==> src/core/ofe_regs_pkg.sv <==
// constants, field layouts and types for the optical front end register slice
package ofe_regs_pkg;
   localparam int          ADDR_W            = 8;
   localparam int          DATA_W            = 24;
   localparam int          COUNT_W           = 16;
   localparam int          SEL_W             = 3;
   localparam int          DIV_W             = 4;
   // register offsets
   localparam logic [7:0]  FIRST_LED_OFFSET  = 8'h2c;
   localparam logic [7:0]  DIFF_OFFSET       = 8'h2f;
   localparam logic [7:0]  CTRL_OFFSET       = 8'h31;
   localparam logic [7:0]  WIN_START_OFFSET  = 8'h32;
   localparam logic [7:0]  WIN_END_OFFSET    = 8'h33;
   // control register fields
   localparam int          DETACH_BIT        = 10;
   localparam int          SHORT_BIT         = 5;
   localparam int          SEL_LSB           = 0;
   // reset values
   localparam logic [23:0] RESULT_RESET      = 24'h000000;
   localparam logic [15:0] COUNT_RESET       = 16'h0000;
   localparam logic [2:0]  SEL_RESET         = 3'h0;
   // divider codes and ratios
   localparam logic [2:0]  SEL_DIV2          = 3'h0;
   localparam logic [2:0]  SEL_DIV8          = 3'h1;
   localparam logic [2:0]  SEL_DIV12         = 3'h3;
   localparam logic [2:0]  SEL_DIV4          = 3'h4;
   localparam logic [2:0]  SEL_DIV1          = 3'h5;
   localparam logic [2:0]  SEL_DIV6          = 3'h6;
   localparam logic [3:0]  RATIO_1           = 4'h1;
   localparam logic [3:0]  RATIO_2           = 4'h2;
   localparam logic [3:0]  RATIO_4           = 4'h4;
   localparam logic [3:0]  RATIO_6           = 4'h6;
   localparam logic [3:0]  RATIO_8           = 4'h8;
   localparam logic [3:0]  RATIO_12          = 4'hc;

   typedef struct packed {
      logic       photodiode_detach;
      logic       input_short_on_powerdown;
      logic [2:0] external_clock_divider_select;
   } control_s;

   typedef struct packed {
      logic        wr;
      logic        rd;
      logic [7:0]  addr;
      logic [23:0] wdata;
   } reg_req_s;

   typedef struct packed {
      logic        valid;
      logic [23:0] code;
   } sample_s;
endpackage

==> src/core/optical_frontend_config_regs.sv <==
// register slice of the optical front end: results, input control, divider, power-down window
//
// Contract
// - read-only first LED minus ambient result
// - detach disconnects both photodiode inputs
// - detach stops photodiode bias drive
// - input short ties inputs while amplifier down
// - external clock divided by selected ratio
// - readable writable window start count
// - readable writable window end count
// - read-only first LED sample result
module optical_frontend_config_regs
   import ofe_regs_pkg::*;
(
   input  wire logic        clk,
   input  wire logic        sys_rst,
   input  wire reg_req_s    reg_req,
   output logic [23:0]      reg_rdata,
   output logic             reg_rvalid,
   input  wire sample_s     first_led_sample,
   input  wire sample_s     ambient_sample,
   input  wire logic        external_clock_mode,
   input  wire logic        amplifier_powered_down,
   input  wire logic [15:0] timing_engine_count,
   output logic [23:0]      first_led_code,
   output logic [23:0]      first_led_minus_ambient_code,
   output logic             photodiode_input_pos_connect,
   output logic             photodiode_input_neg_connect,
   output logic             photodiode_bias_enable,
   output logic             inputs_to_common_mode,
   output logic             divided_clock_tick,
   output logic             dynamic_powerdown_window
);

   // ratio decode, shared by the divider and its checks
   function automatic logic [3:0] div_ratio(input logic [2:0] sel);
      case (sel)
         SEL_DIV2:  div_ratio = RATIO_2;
         SEL_DIV8:  div_ratio = RATIO_8;
         SEL_DIV12: div_ratio = RATIO_12;
         SEL_DIV4:  div_ratio = RATIO_4;
         SEL_DIV1:  div_ratio = RATIO_1;
         SEL_DIV6:  div_ratio = RATIO_6;
         // forbidden codes fall back to a ratio of two
         default:   div_ratio = RATIO_2;
      endcase
   endfunction

   function automatic logic is_addr(input logic [7:0] a, input logic [7:0] off);
      is_addr = (a == off);
   endfunction

   control_s    ctrl_reg, ctrl_next;
   logic [15:0] start_reg, start_next;
   logic [15:0] end_reg, end_next;
   logic [23:0] led_reg, led_next;
   logic [23:0] diff_reg, diff_next;
   logic [23:0] rdata_reg, rdata_next;
   logic        rvalid_reg, rvalid_next;
   logic [3:0]  div_cnt_reg, div_cnt_next;
   logic        tick_reg, tick_next;
   logic        pos_reg, neg_reg, bias_reg, short_reg, win_reg;
   logic        pos_next, neg_next, bias_next, short_next, win_next;

   // register writes; unused bits are simply not stored
   always_comb begin
      ctrl_next  = ctrl_reg;
      start_next = start_reg;
      end_next   = end_reg;
      if (reg_req.wr) begin
         if (is_addr(reg_req.addr, CTRL_OFFSET)) begin
            ctrl_next.photodiode_detach             = reg_req.wdata[DETACH_BIT];
            ctrl_next.input_short_on_powerdown      = reg_req.wdata[SHORT_BIT];
            ctrl_next.external_clock_divider_select = reg_req.wdata[SEL_LSB +: SEL_W];
         end
         if (is_addr(reg_req.addr, WIN_START_OFFSET)) begin
            start_next = reg_req.wdata[COUNT_W-1:0];
         end
         if (is_addr(reg_req.addr, WIN_END_OFFSET)) begin
            end_next = reg_req.wdata[COUNT_W-1:0];
         end
      end
   end

   // results; the difference is formed when the ambient sample lands
   always_comb begin
      led_next  = led_reg;
      diff_next = diff_reg;
      if (first_led_sample.valid) begin
         led_next = first_led_sample.code;
      end
      if (ambient_sample.valid) begin
         diff_next = led_next - ambient_sample.code;
      end
   end

   // read port: one cycle latency, unmapped and write-only bits read zero
   always_comb begin
      rdata_next  = 24'h000000;
      rvalid_next = reg_req.rd;
      if (reg_req.rd) begin
         case (reg_req.addr)
            FIRST_LED_OFFSET: rdata_next = led_reg;
            DIFF_OFFSET:      rdata_next = diff_reg;
            CTRL_OFFSET: begin
               rdata_next[SHORT_BIT]             = ctrl_reg.input_short_on_powerdown;
               rdata_next[SEL_LSB +: SEL_W]      = ctrl_reg.external_clock_divider_select;
            end
            WIN_START_OFFSET: rdata_next[COUNT_W-1:0] = start_reg;
            WIN_END_OFFSET:   rdata_next[COUNT_W-1:0] = end_reg;
            default:          rdata_next = 24'h000000;
         endcase
      end
   end

   // divider and analog steering
   always_comb begin
      logic [3:0] ratio;
      ratio        = div_ratio(ctrl_reg.external_clock_divider_select);
      div_cnt_next = 4'h0;
      tick_next    = 1'b0;
      if (external_clock_mode) begin
         if (div_cnt_reg >= ratio - 4'h1) begin
            tick_next = 1'b1;
         end else begin
            div_cnt_next = div_cnt_reg + 4'h1;
         end
      end
      pos_next   = !ctrl_reg.photodiode_detach;
      neg_next   = !ctrl_reg.photodiode_detach;
      bias_next  = !ctrl_reg.photodiode_detach;
      short_next = ctrl_reg.input_short_on_powerdown && amplifier_powered_down;
      win_next   = (timing_engine_count >= start_reg)
                   && (timing_engine_count <= end_reg);
   end

   always_ff @(posedge clk or posedge sys_rst) begin
      if (sys_rst) begin
         ctrl_reg    <= '{photodiode_detach: 1'b0, input_short_on_powerdown: 1'b0,
                          external_clock_divider_select: SEL_RESET};
         start_reg   <= COUNT_RESET;
         end_reg     <= COUNT_RESET;
         led_reg     <= RESULT_RESET;
         diff_reg    <= RESULT_RESET;
         rdata_reg   <= RESULT_RESET;
         rvalid_reg  <= 1'b0;
         div_cnt_reg <= 4'h0;
         tick_reg    <= 1'b0;
         pos_reg     <= 1'b1;
         neg_reg     <= 1'b1;
         bias_reg    <= 1'b1;
         short_reg   <= 1'b0;
         win_reg     <= 1'b0;
      end else begin
         ctrl_reg    <= ctrl_next;
         start_reg   <= start_next;
         end_reg     <= end_next;
         led_reg     <= led_next;
         diff_reg    <= diff_next;
         rdata_reg   <= rdata_next;
         rvalid_reg  <= rvalid_next;
         div_cnt_reg <= div_cnt_next;
         tick_reg    <= tick_next;
         pos_reg     <= pos_next;
         neg_reg     <= neg_next;
         bias_reg    <= bias_next;
         short_reg   <= short_next;
         win_reg     <= win_next;
      end
   end

   assign reg_rdata                    = rdata_reg;
   assign reg_rvalid                   = rvalid_reg;
   assign first_led_code               = led_reg;
   assign first_led_minus_ambient_code = diff_reg;
   assign photodiode_input_pos_connect = pos_reg;
   assign photodiode_input_neg_connect = neg_reg;
   assign photodiode_bias_enable       = bias_reg;
   assign inputs_to_common_mode        = short_reg;
   assign divided_clock_tick           = tick_reg;
   assign dynamic_powerdown_window     = win_reg;
endmodule // optical_frontend_config_regs

==> config.mk <==
export PLATFORM = sky130hd
export DESIGN_NAME = optical_frontend_config_regs
export DESIGN_NICKNAME = d
export VERILOG_FILES = /design/src/core/ofe_regs_pkg.sv /design/src/core/optical_frontend_config_regs.sv
export SDC_FILE = /design/constraint.sdc
export NUM_CORES = 1
export LEC_CHECK = 0
export ABC_CLOCK_PERIOD_IN_PS = 4000
export BUFFER_PORTS_ARGS = -buffer_cell sky130_fd_sc_hd__buf_4
export CORE_ASPECT_RATIO = 1.4
export CORE_MARGIN = 4
export CORE_UTILIZATION = 40
export DETAILED_ROUTE_END_ITERATION = 8
export PLACE_DENSITY_LB_ADDON = 0.25
export SYNTH_ARGS = -nofsm -noshare
export SYNTH_HDL_FRONTEND = slang
export SYNTH_SLANG_ARGS = --single-unit
==> constraint.sdc <==
create_clock -name clk -period 4 [get_ports clk]
set_clock_uncertainty 0.05 [all_clocks]
set_input_delay 0.2 -clock clk [delete_from_list [all_inputs] [get_ports clk]]
set_output_delay 0.2 -clock clk [all_outputs]
set_load 0.02 [all_outputs]
[Yosys cells after proc, flatten, opt, wreduce, memory -nomap -nowiden]
Index checks and enable logic that the tools add are counted.
Cells by class
  add/sub/neg operators: 3
  magnitude comparators: 3
  eq/ne operators: 10
  muxes and demuxes: 12
  reductions and logical operators: 6
Operators with widths (count)
  two-way mux 24 bit: 2
  equality test 8 x 6 -> 1 bit (second input constant): 5
  case mux 10 bit (4 select lines): 1
  subtractor 24 bit: 1
  case mux 4 bit (5 select lines): 1
  greater-or-equal comparator 16 bit: 1
  less-or-equal comparator 16 bit: 1
  case mux 8 bit (2 select lines): 1
  case mux 3 bit (5 select lines): 1
  equality test 3 bit (second input constant): 3
  two-way mux 4 bit: 2
  case mux 2 bit (4 select lines): 1
  AND reduction 2 bit: 3
  case mux 1 bit (5 select lines): 1
  adder 4 x 1 -> 4 bit (second input constant): 1
  greater-or-equal comparator 4 bit: 1
  subtractor 4 x 1 -> 4 bit (second input constant): 1
  equality test 3 x 1 -> 1 bit (second input constant): 1
  equality test 3 x 2 -> 1 bit (second input constant): 1
  logical AND 1 bit: 2
  two-way mux 1 bit: 2
  logical NOT 1 bit: 1
Word-level totals
  bits in registers: 118
  bits of input ports: 104
  word-level logic and storage cells: 48

[Longest topological paths before layout]
Gate-level depths: netlist of run 1.
  depth after elaboration: 6
  gate-level depth with buffers: 12

[Worst setup path after synthesis of run 1]
No wires, ideal clock.
  path type: input to register
  start point: input port first_led_sample[24] (netlist name)
  end point: register diff_reg[23] (netlist: first_led_minus_ambient_code[23])
  library setup time: 125 ps
  arrival time: 2930 ps
  setup slack: 895 ps
  stages on the path: 10
  path buffers: 2
  path through: clkbuf_1 > clkbuf_1 > mux2_2 > ha_1 > a21o_1 > a211o_1 > or3_1 > o21ai_1 > xor3_1 > mux2_2
On the way
  cells in the longest elaborated chain, start to end: 2
RTL lines
  from (decl): RTL line optical_frontend_config_regs.sv:20  | input wire sample_s first_led_sample,
  two-way mux 24 bit: RTL line optical_frontend_config_regs.sv:89  | if (first_led_sample.valid) begin
  net led_next[20]: RTL line optical_frontend_config_regs.sv:56  | logic [23:0] led_reg, led_next;
  subtractor 24 bit: RTL line optical_frontend_config_regs.sv:93  | diff_next = led_next - ambient_sample.code;
  to (signal assigned): RTL line optical_frontend_config_regs.sv:159  | diff_reg <= diff_next;
  to (decl): RTL line optical_frontend_config_regs.sv:57  | logic [23:0] diff_reg, diff_next;
The timed path passes the listed nets, and every way through them passes these cells.
A chain may end at the register's enable or synchronous reset.

[Worst setup path after layout of run 1]
  start point: input port first_led_sample[20] (netlist name)
  end point: register diff_reg[23] (netlist: first_led_minus_ambient_code[23])
The elaborated chain is that of the path after synthesis.

==> results of run 1 <==
[cells in the final DEF, fill, tap and decap left out, drive strengths merged, types with 2 or more instances in the layout]
cell type	n
buf	178
dfrtp	117
mux2	73
inv	66
ha	61
a21oi	46
nand2	46
dlygate4sd3	31
nor2	29
o21ai	25
clkbuf	24
nor2b	19
a22oi	17
a222oi	12
a21o	12
xnor2	12
nand3	9
nand2b	7
o21a	7
nand4	7
nor3	7
o211ai	7
a31oi	6
xor2	5
nand3b	4
o31ai	4
clkinv	4
a211oi	4
mux2i	3
and3	3
or3	3
bufinv	3
nor3b	3
a221o	2
a311oi	2
[worst max-delay path by stage]
stage                          from                                to  slack, ns  cells after the start
2_1_floorplan               sys_rst                       ctrl_reg[0]       0.62                      1
3_3_place_gp   first_led_sample[24]  first_led_minus_ambient_code[23]       0.95                      9
3_5_place_dp   first_led_sample[24]  first_led_minus_ambient_code[23]       0.90                      9
4_1_cts        first_led_sample[20]  first_led_minus_ambient_code[23]       1.13                     10
5_1_grt        first_led_sample[20]  first_led_minus_ambient_code[23]       1.06                     10
6_report       first_led_sample[20]  first_led_minus_ambient_code[23]       1.12                     10
[logic make-up (layout without fill, tap and decap cells)]
| group | after synthesis | in the layout |
|---|---|---|
| DFF | 118 | 118 |
| and+or+nand+nor | 142 | 142 |
| adders and majority gates | 62 | 62 |
| xor gates and xnor gates | 18 | 18 |
| buffers and inverters | 85 | 307 |
| muxes | 76 | 76 |
| AOI/OAI and AO/OA | 153 | 153 |
[routing by layer]
| layer | track usage | up-vias | part of all wire |
|---|---|---|---|
| met5 | 0 | - | 0 |
| met4 | 0.0838 | 0 | 0.029 |
| met3 | 0.0378 | 33 | 0.043 |
| met2 | 0.358 | 164 | 0.51 |
| met1 | 0.253 | 2711 | 0.42 |
| li1 | - | 2773 | - |
[through the flow]
stage	worst slack (ns)	power [mW]	std cells
after floorplan	0.623	2.10	654
after global placement	0.946	2.55	1016
after detailed placement	0.903	2.56	1016
after CTS	1.13	4.16	1079
after global routing	1.06	4.32	1079
final	1.12	4.12	1079
[critical path, stage by stage]
cell and delay, ns:
dlygate4sd3_1 0.54, buf_4 0.13, mux2_2 0.27, ha_1 0.37, a21o_1 0.24, a211o_1 0.33
or3_1 0.35, o21ai_1 0.18, xor3_1 0.24, mux2_2 0.26
[power groups by stage]
| stage | Clock (mW) | Sequential [mW] | Combinational, mW |
|---|---|---|---|
| after CTS | 1.58 | 1.48 | 1.09 |
| after global placement | 0 | 1.50 | 1.05 |
| after global routing | 1.64 | 1.50 | 1.19 |
| final | 1.56 | 1.48 | 1.09 |
| after floorplan | 0 | 1.58 | 0.525 |
| after detailed placement | 0 | 1.50 | 1.06 |
[final cells by class]
cell class / instances / area share
multi-input cells: 451 / 0.387
well taps: 203 / 0.0273
flip-flops and latches: 118 / 0.317
inverters: 66 / 0.0269
repair buffers: 209 / 0.177
clock buffers: 24 / 0.0518
clock inverters: 8 / 0.0130
==> summary.txt, run 1 <==
Net Sw Frac -> 0.303
Maximum resistive drop on vdd -> 0.245 mV
Grt ovf -> 0
Fill count -> 1531
Gate power share -> 0.263
Placer Congestion -> 0.863
R2r worst-path depth -> 8
CTS H-tree depth -> 4
Leakage -> 4.42 nW
Hold-critical path endpoint -> start_reg[5]
Drt initial violations -> 299
Timing-limited maximum frequency -> 347 MHz
Die Y -> 163 µm
Clock period minus worst slack -> 2.88 ns
Clk buf depth -> 2
Max-capacitance violation count -> 0
Netlist cell types -> 63
Most frequent cells after synthesis -> dfrtp_1, mux2_2, inv_1, ha_1, a21oi_1
Antenna Nets Post-Route -> 0
CP Class -> in -> reg
Top post-synthesis cells by area -> dfrtp_1, mux2_2, ha_1
Post-Syn Area -> 6890 µm²
Clk_lat worst skew -> 0.41 ns
Total track usage -> 0.206
P_int -> 2.87 mW
Final core utilization -> 0.553
Startpoint types -> input port
Placed inst area -> 8390 µm²
Complex-gate fraction of the synthesized area -> 0.152
Worst hold stages -> 2
Initial Utilization -> 0.409
Post-Synth XOR/XNOR Area -> 0.0251
Die width -> 119 µm
Worst hold path type -> in -> reg
Slew Limit Headroom -> 0.353
Port Buffers -> 174
FF/Latch Area -> 2950 µm²
N_diodes -> 0
Num rows -> 56
WHS -> 0.0115 ns
Reg2Reg Capture Point -> first_led_minus_ambient_code[23]
Worst Tran Pin Value -> 0.971 ns
Synth Flop Type -> dfrtp_1
Largest fanout on the critical path -> 7
Power density over cell area -> 443 nW/µm²
# resized after CTS -> 0
Unrepaired setup endpoints after global routing -> false
Postcts setup bufs -> 0
Avg WL per Cell -> 18.6 µm
Core ar. -> 16800 µm²
Hold-fix buffers, CTS -> 31
WP data required -> 4.24 ns
Hold_sp -> reg_req[5]
Internal reg-to-reg setup slack -> 1.19 ns
DRC viols -> 0
Area share of fa/ha/maj cells after synthesis -> 0.114
Synthesis-to-finish area growth -> 35.2%
CTS tree -> yes
Share of flip-flops with an asynchronous set or reset -> 1.00
Area of the multi-input gates -> 3600 µm²
Syn nets -> 820
Reg-to-reg startpoint -> first_led_code[20]
Setup violations, final -> 0
Largest net degree at the start of global routing -> 76
P_sw -> 1.25 mW
YS warnings -> 0
Vias after detailed routing -> 5681
#FFs+latches synth -> 118
DRT Wirelength -> 20100 µm
Fin nets -> 1029
Final Cell Area -> 9310 µm²
Clock transition at path regs -> 0.05 ns
Share of cells above drive strength 1 -> 0.340
I/O pin total -> 183
Worst EP arrival -> 3.12 ns
Outcome -> completed
Vias per cell -> 5.27
Largest area contributor in the synthesized netlist -> dfrtp_1
Setup crit end kind -> flop
Root Buffer -> clkbuf_16
Total die area -> 19400 µm²
Gate Count Post-Synth -> 654
Initial antenna violation count -> 0
DRT Pass-1 Iters -> 7
Num Clock Sinks -> 118
Number of synthesized flops with an enable pin -> 0
Vias in the first global route -> 5773
Simple logic cell fraction of the synthesized area -> 0.108
Seq/Total Area, Yosys -> 0.429
Final hold viol count -> 0
Sequential power share -> 0.359
Mapped Avg Cell Area -> 10.5 µm²
Tcrit/Tclk final -> 0.721
Final Max Tran Viols -> 0
Main combinational cell family by area after synthesis -> compound AO/OA/AOI/OAI gates
Top-count cell post-synth -> dfrtp_1
Post-DP HPWL -> 15800 µm
Num CTS Buffers -> 17
Share of total power in the clock network -> 0.378
First-pass GRT wire length -> 31000 µm
Setup TNS -> 0 ns
Synth top area share -> 0.425
Mux contribution to synthesized area -> 0.124
(Power assumes the default switching activity.)
==> run 2, diff against run 1 <==
--- a/config.mk
+++ b/config.mk
@@ -5,7 +5,7 @@
 export SDC_FILE = /design/constraint.sdc
 export NUM_CORES = 1
 export LEC_CHECK = 0
-export ABC_CLOCK_PERIOD_IN_PS = 4000
+export ABC_CLOCK_PERIOD_IN_PS = 2600
 export BUFFER_PORTS_ARGS = -buffer_cell sky130_fd_sc_hd__buf_4
 export CORE_ASPECT_RATIO = 1.4
 export CORE_MARGIN = 4
==> constraint.sdc (replaced) <==
create_clock -name clk -period 2.6 [get_ports clk]
set_clock_uncertainty 0.05 [all_clocks]
set_input_delay 0.13 -clock clk [delete_from_list [all_inputs] [get_ports clk]]
set_output_delay 0.13 -clock clk [all_outputs]
set_load 0.02 [all_outputs]
==> run 2 against run 1 <==
  * Critical endpoint unchanged
  * Clock power grew 48%
  * Sequential power grew 54%
  * Core utilization grew 5.1 points
  * Critical path type is now reg -> reg
  * Global-route usage grew 1.3 points
  * Wire length grew 5.1%
  * Total power grew 59%
  * Critical path depth shrank 2
  * First-iteration DRC count shrank 4.0%
  * Cell area grew 9.2%
  * Non-clock buffer count grew 91
  * Worst setup slack lost 1.1 ns
==> summary.txt, run 2 (synthesis gave the netlist of run 1 again) <==
Outcome -> completed
DRC viols -> 0 (unchanged)
Maximum resistive drop on vdd -> 0.320 mV (+31%)
Num rows -> 56 (unchanged)
Share of cells above drive strength 1 -> 0.407 (+0.0671)
First-pass GRT wire length -> 33000 µm (+6.4%)
Port Buffers -> 174 (unchanged)
Hold_sp -> ambient_sample[1]
Power density over cell area -> 645 nW/µm² (+46%)
Worst EP arrival -> 2.82 ns (-0.30 ns)
Post-route insts no fill -> 1168 (+8.2%)
CTS H-tree depth -> 4 (unchanged)
Slowest cell on the critical path -> dfrtp_1
Num CTS Buffers -> 17 (unchanged)
Final Max Tran Viols -> 0 (unchanged)
CTS tree -> yes
Vias per cell -> 5.22 (-0.92%)
Most frequent cells in the layout -> buf_4, dfrtp_1, mux2_2
I/O pin total -> 183 (unchanged)
Vias after detailed routing -> 6093 (+7.3%)
Vias in the first global route -> 6239 (+8.1%)
Setup violations, final -> 0 (unchanged)
Gate power share -> 0.299 (+0.036)
Clock transition at path regs -> 0.05 ns (about the same)
Critical Path Max Stage Delay -> 0.38 ns (-0.16 ns)
Final hold viol count -> 0 (unchanged)
P_sw -> 2.02 mW (+61%)
Cells after DPL -> 1091 (+7.4%)
DRT Pass-1 Iters -> 7 (unchanged)
Post-DP HPWL -> 16500 µm (+5.0%)
Largest net degree at the start of global routing -> 43 (-43%)
Antenna Nets Post-Route -> 0 (unchanged)
Fill count -> 1412 (-7.8%)
Setup crit end kind -> flop
Worst hold path type -> in -> reg
WHS -> 0.0860 ns (+0.0745 ns)
Timing-limited maximum frequency -> 389 MHz
CP Class -> reg -> reg
Clk_lat worst skew -> 0.42 ns (about the same)
Fin nets -> 1120 (+8.8%)
Unrepaired setup endpoints after global routing -> true
DRT Wirelength -> 21100 µm (+5.1%)
Max-capacitance violation count -> 0 (unchanged)
Largest fanout on the critical path -> 3 (-4)
Root Buffer -> clkbuf_16
Slew Limit Headroom -> 0.440 (+0.0872)
Crit path top cell by count -> mux2_4
Crit path from -> first_led_code[20]
CP cell instances -> mux2_4, ha_4, a21o_1, a211o_1, or3_1, o21ai_1, xor3_1, mux2_4
Placer Congestion -> 0.889 (+3.0%)
Total track usage -> 0.219 (+0.0128)
Avg WL per Cell -> 18.1 µm (-2.9%)
Clk buf depth -> 2 (unchanged)
Sequential power share -> 0.348 (-0.011)
Die width -> 119 µm (unchanged)
Grt ovf -> 0 (unchanged)
Worst Tran Pin Value -> 0.838 ns (-0.133 ns)
Num Clock Sinks -> 118 (unchanged)
Tcrit/Tclk final -> 0.989
Reg-to-reg startpoint -> first_led_code[20]
Share of total power in the clock network -> 0.353 (-0.025)
Net Sw Frac -> 0.308 (+0.00436)
Startpoint types -> flop
N_diodes -> 0 (unchanged)
Total die area -> 19400 µm² (unchanged)
Initial antenna violation count -> 0 (unchanged)
Drt initial violations -> 287 (-4.0%)
Most common cell after layout, fill and taps aside -> buf_4
Initial Utilization -> 0.409 (unchanged)
Synthesis-to-finish area growth -> 47.6%
WP data required -> 2.85 ns (-1.39 ns)
Leakage -> 4.86 nW (+10%)
Core ar. -> 16800 µm² (unchanged)
Internal reg-to-reg setup slack -> 0.03 ns (-1.16 ns)
P_int -> 4.54 mW (+58%)
Clock period minus worst slack -> 2.57 ns
Die Y -> 163 µm (unchanged)
run 2: critical path: cells and delay by family (launching register included):
family          cells  cell delay (ns)
fa+ha+maj           1             0.22
simple gates        1             0.35
flops               1             0.38
mux                 2             0.55
xor+xnor            1             0.23
compound gates      3             0.67
run 2: through the flow:
stage | setup WS [ns] | total power, mW | setup TNS [ns] | util | instance area, µm²
global placement | -0.151 | 4.15 | -0.679 | 0.536 | 9010
finish | 0.0285 | 6.55 | 0 | 0.604 | 10200
global route | -0.0882 | 6.88 | -0.157 | 0.604 | 10200
CTS | 0.00102 | 6.55 | 0 | 0.598 | 10000
detailed placement | -0.184 | 4.17 | -0.939 | 0.536 | 9010
floorplan | 0.00133 | 3.25 | 0 | - | 6930
run 2: repair_timing:
action | in CTS | in global routing
endpoints found under the hold margin | 108 | 0
setup buffers | 0 | 2
resized for setup | 1 | 15
endpoints found under the setup margin | 2 | 8
hold buffers | 45 | 0
pin swaps | 2 | 9
run 2: path summary, 6_finish.rpt:
| path | to | cells after the start |
|---|---|---|
| max | first_led_minus_ambient_code[23] | 8 |
| min | first_led_minus_ambient_code[1] | 3 |
| max reg2reg | first_led_minus_ambient_code[23] | 8 |
| min reg2reg | photodiode_bias_enable | 1 |
| max in group asynchronous | start_reg[1] | 4 |
| min in group asynchronous | reg_rvalid | 3 |
run 2: layer usage:
layer	part of all wire	vias up	track usage
met5	0	-	0
met4	0.036	0	0.0996
met3	0.041	47	0.0440
met2	0.51	185	0.377
met1	0.41	2898	0.264
li1	-	2963	-
run 2: area by class of cell:
| type | count | area (µm²) | area share |
|---|---|---|---|
| multi-input combinational | 451 | 3720 | 0.366 |
| sequential | 118 | 2950 | 0.291 |
| timing repair buffer | 300 | 2400 | 0.236 |
| clock buffer | 21 | 480 | 0.0473 |
| tap | 203 | 254 | 0.0250 |
| inverter | 66 | 251 | 0.0248 |
| clock inverter | 9 | 101 | 0.00998 |
run 2: power by group through the flow:
stage | Combinational [mW] | Clock [mW] | Sequential, mW
floorplan | 0.820 | 0 | 2.43
CTS | 1.92 | 2.35 | 2.28
finish | 1.96 | 2.31 | 2.28
global route | 2.14 | 2.43 | 2.30
global placement | 1.84 | 0 | 2.31
detailed placement | 1.86 | 0 | 2.31
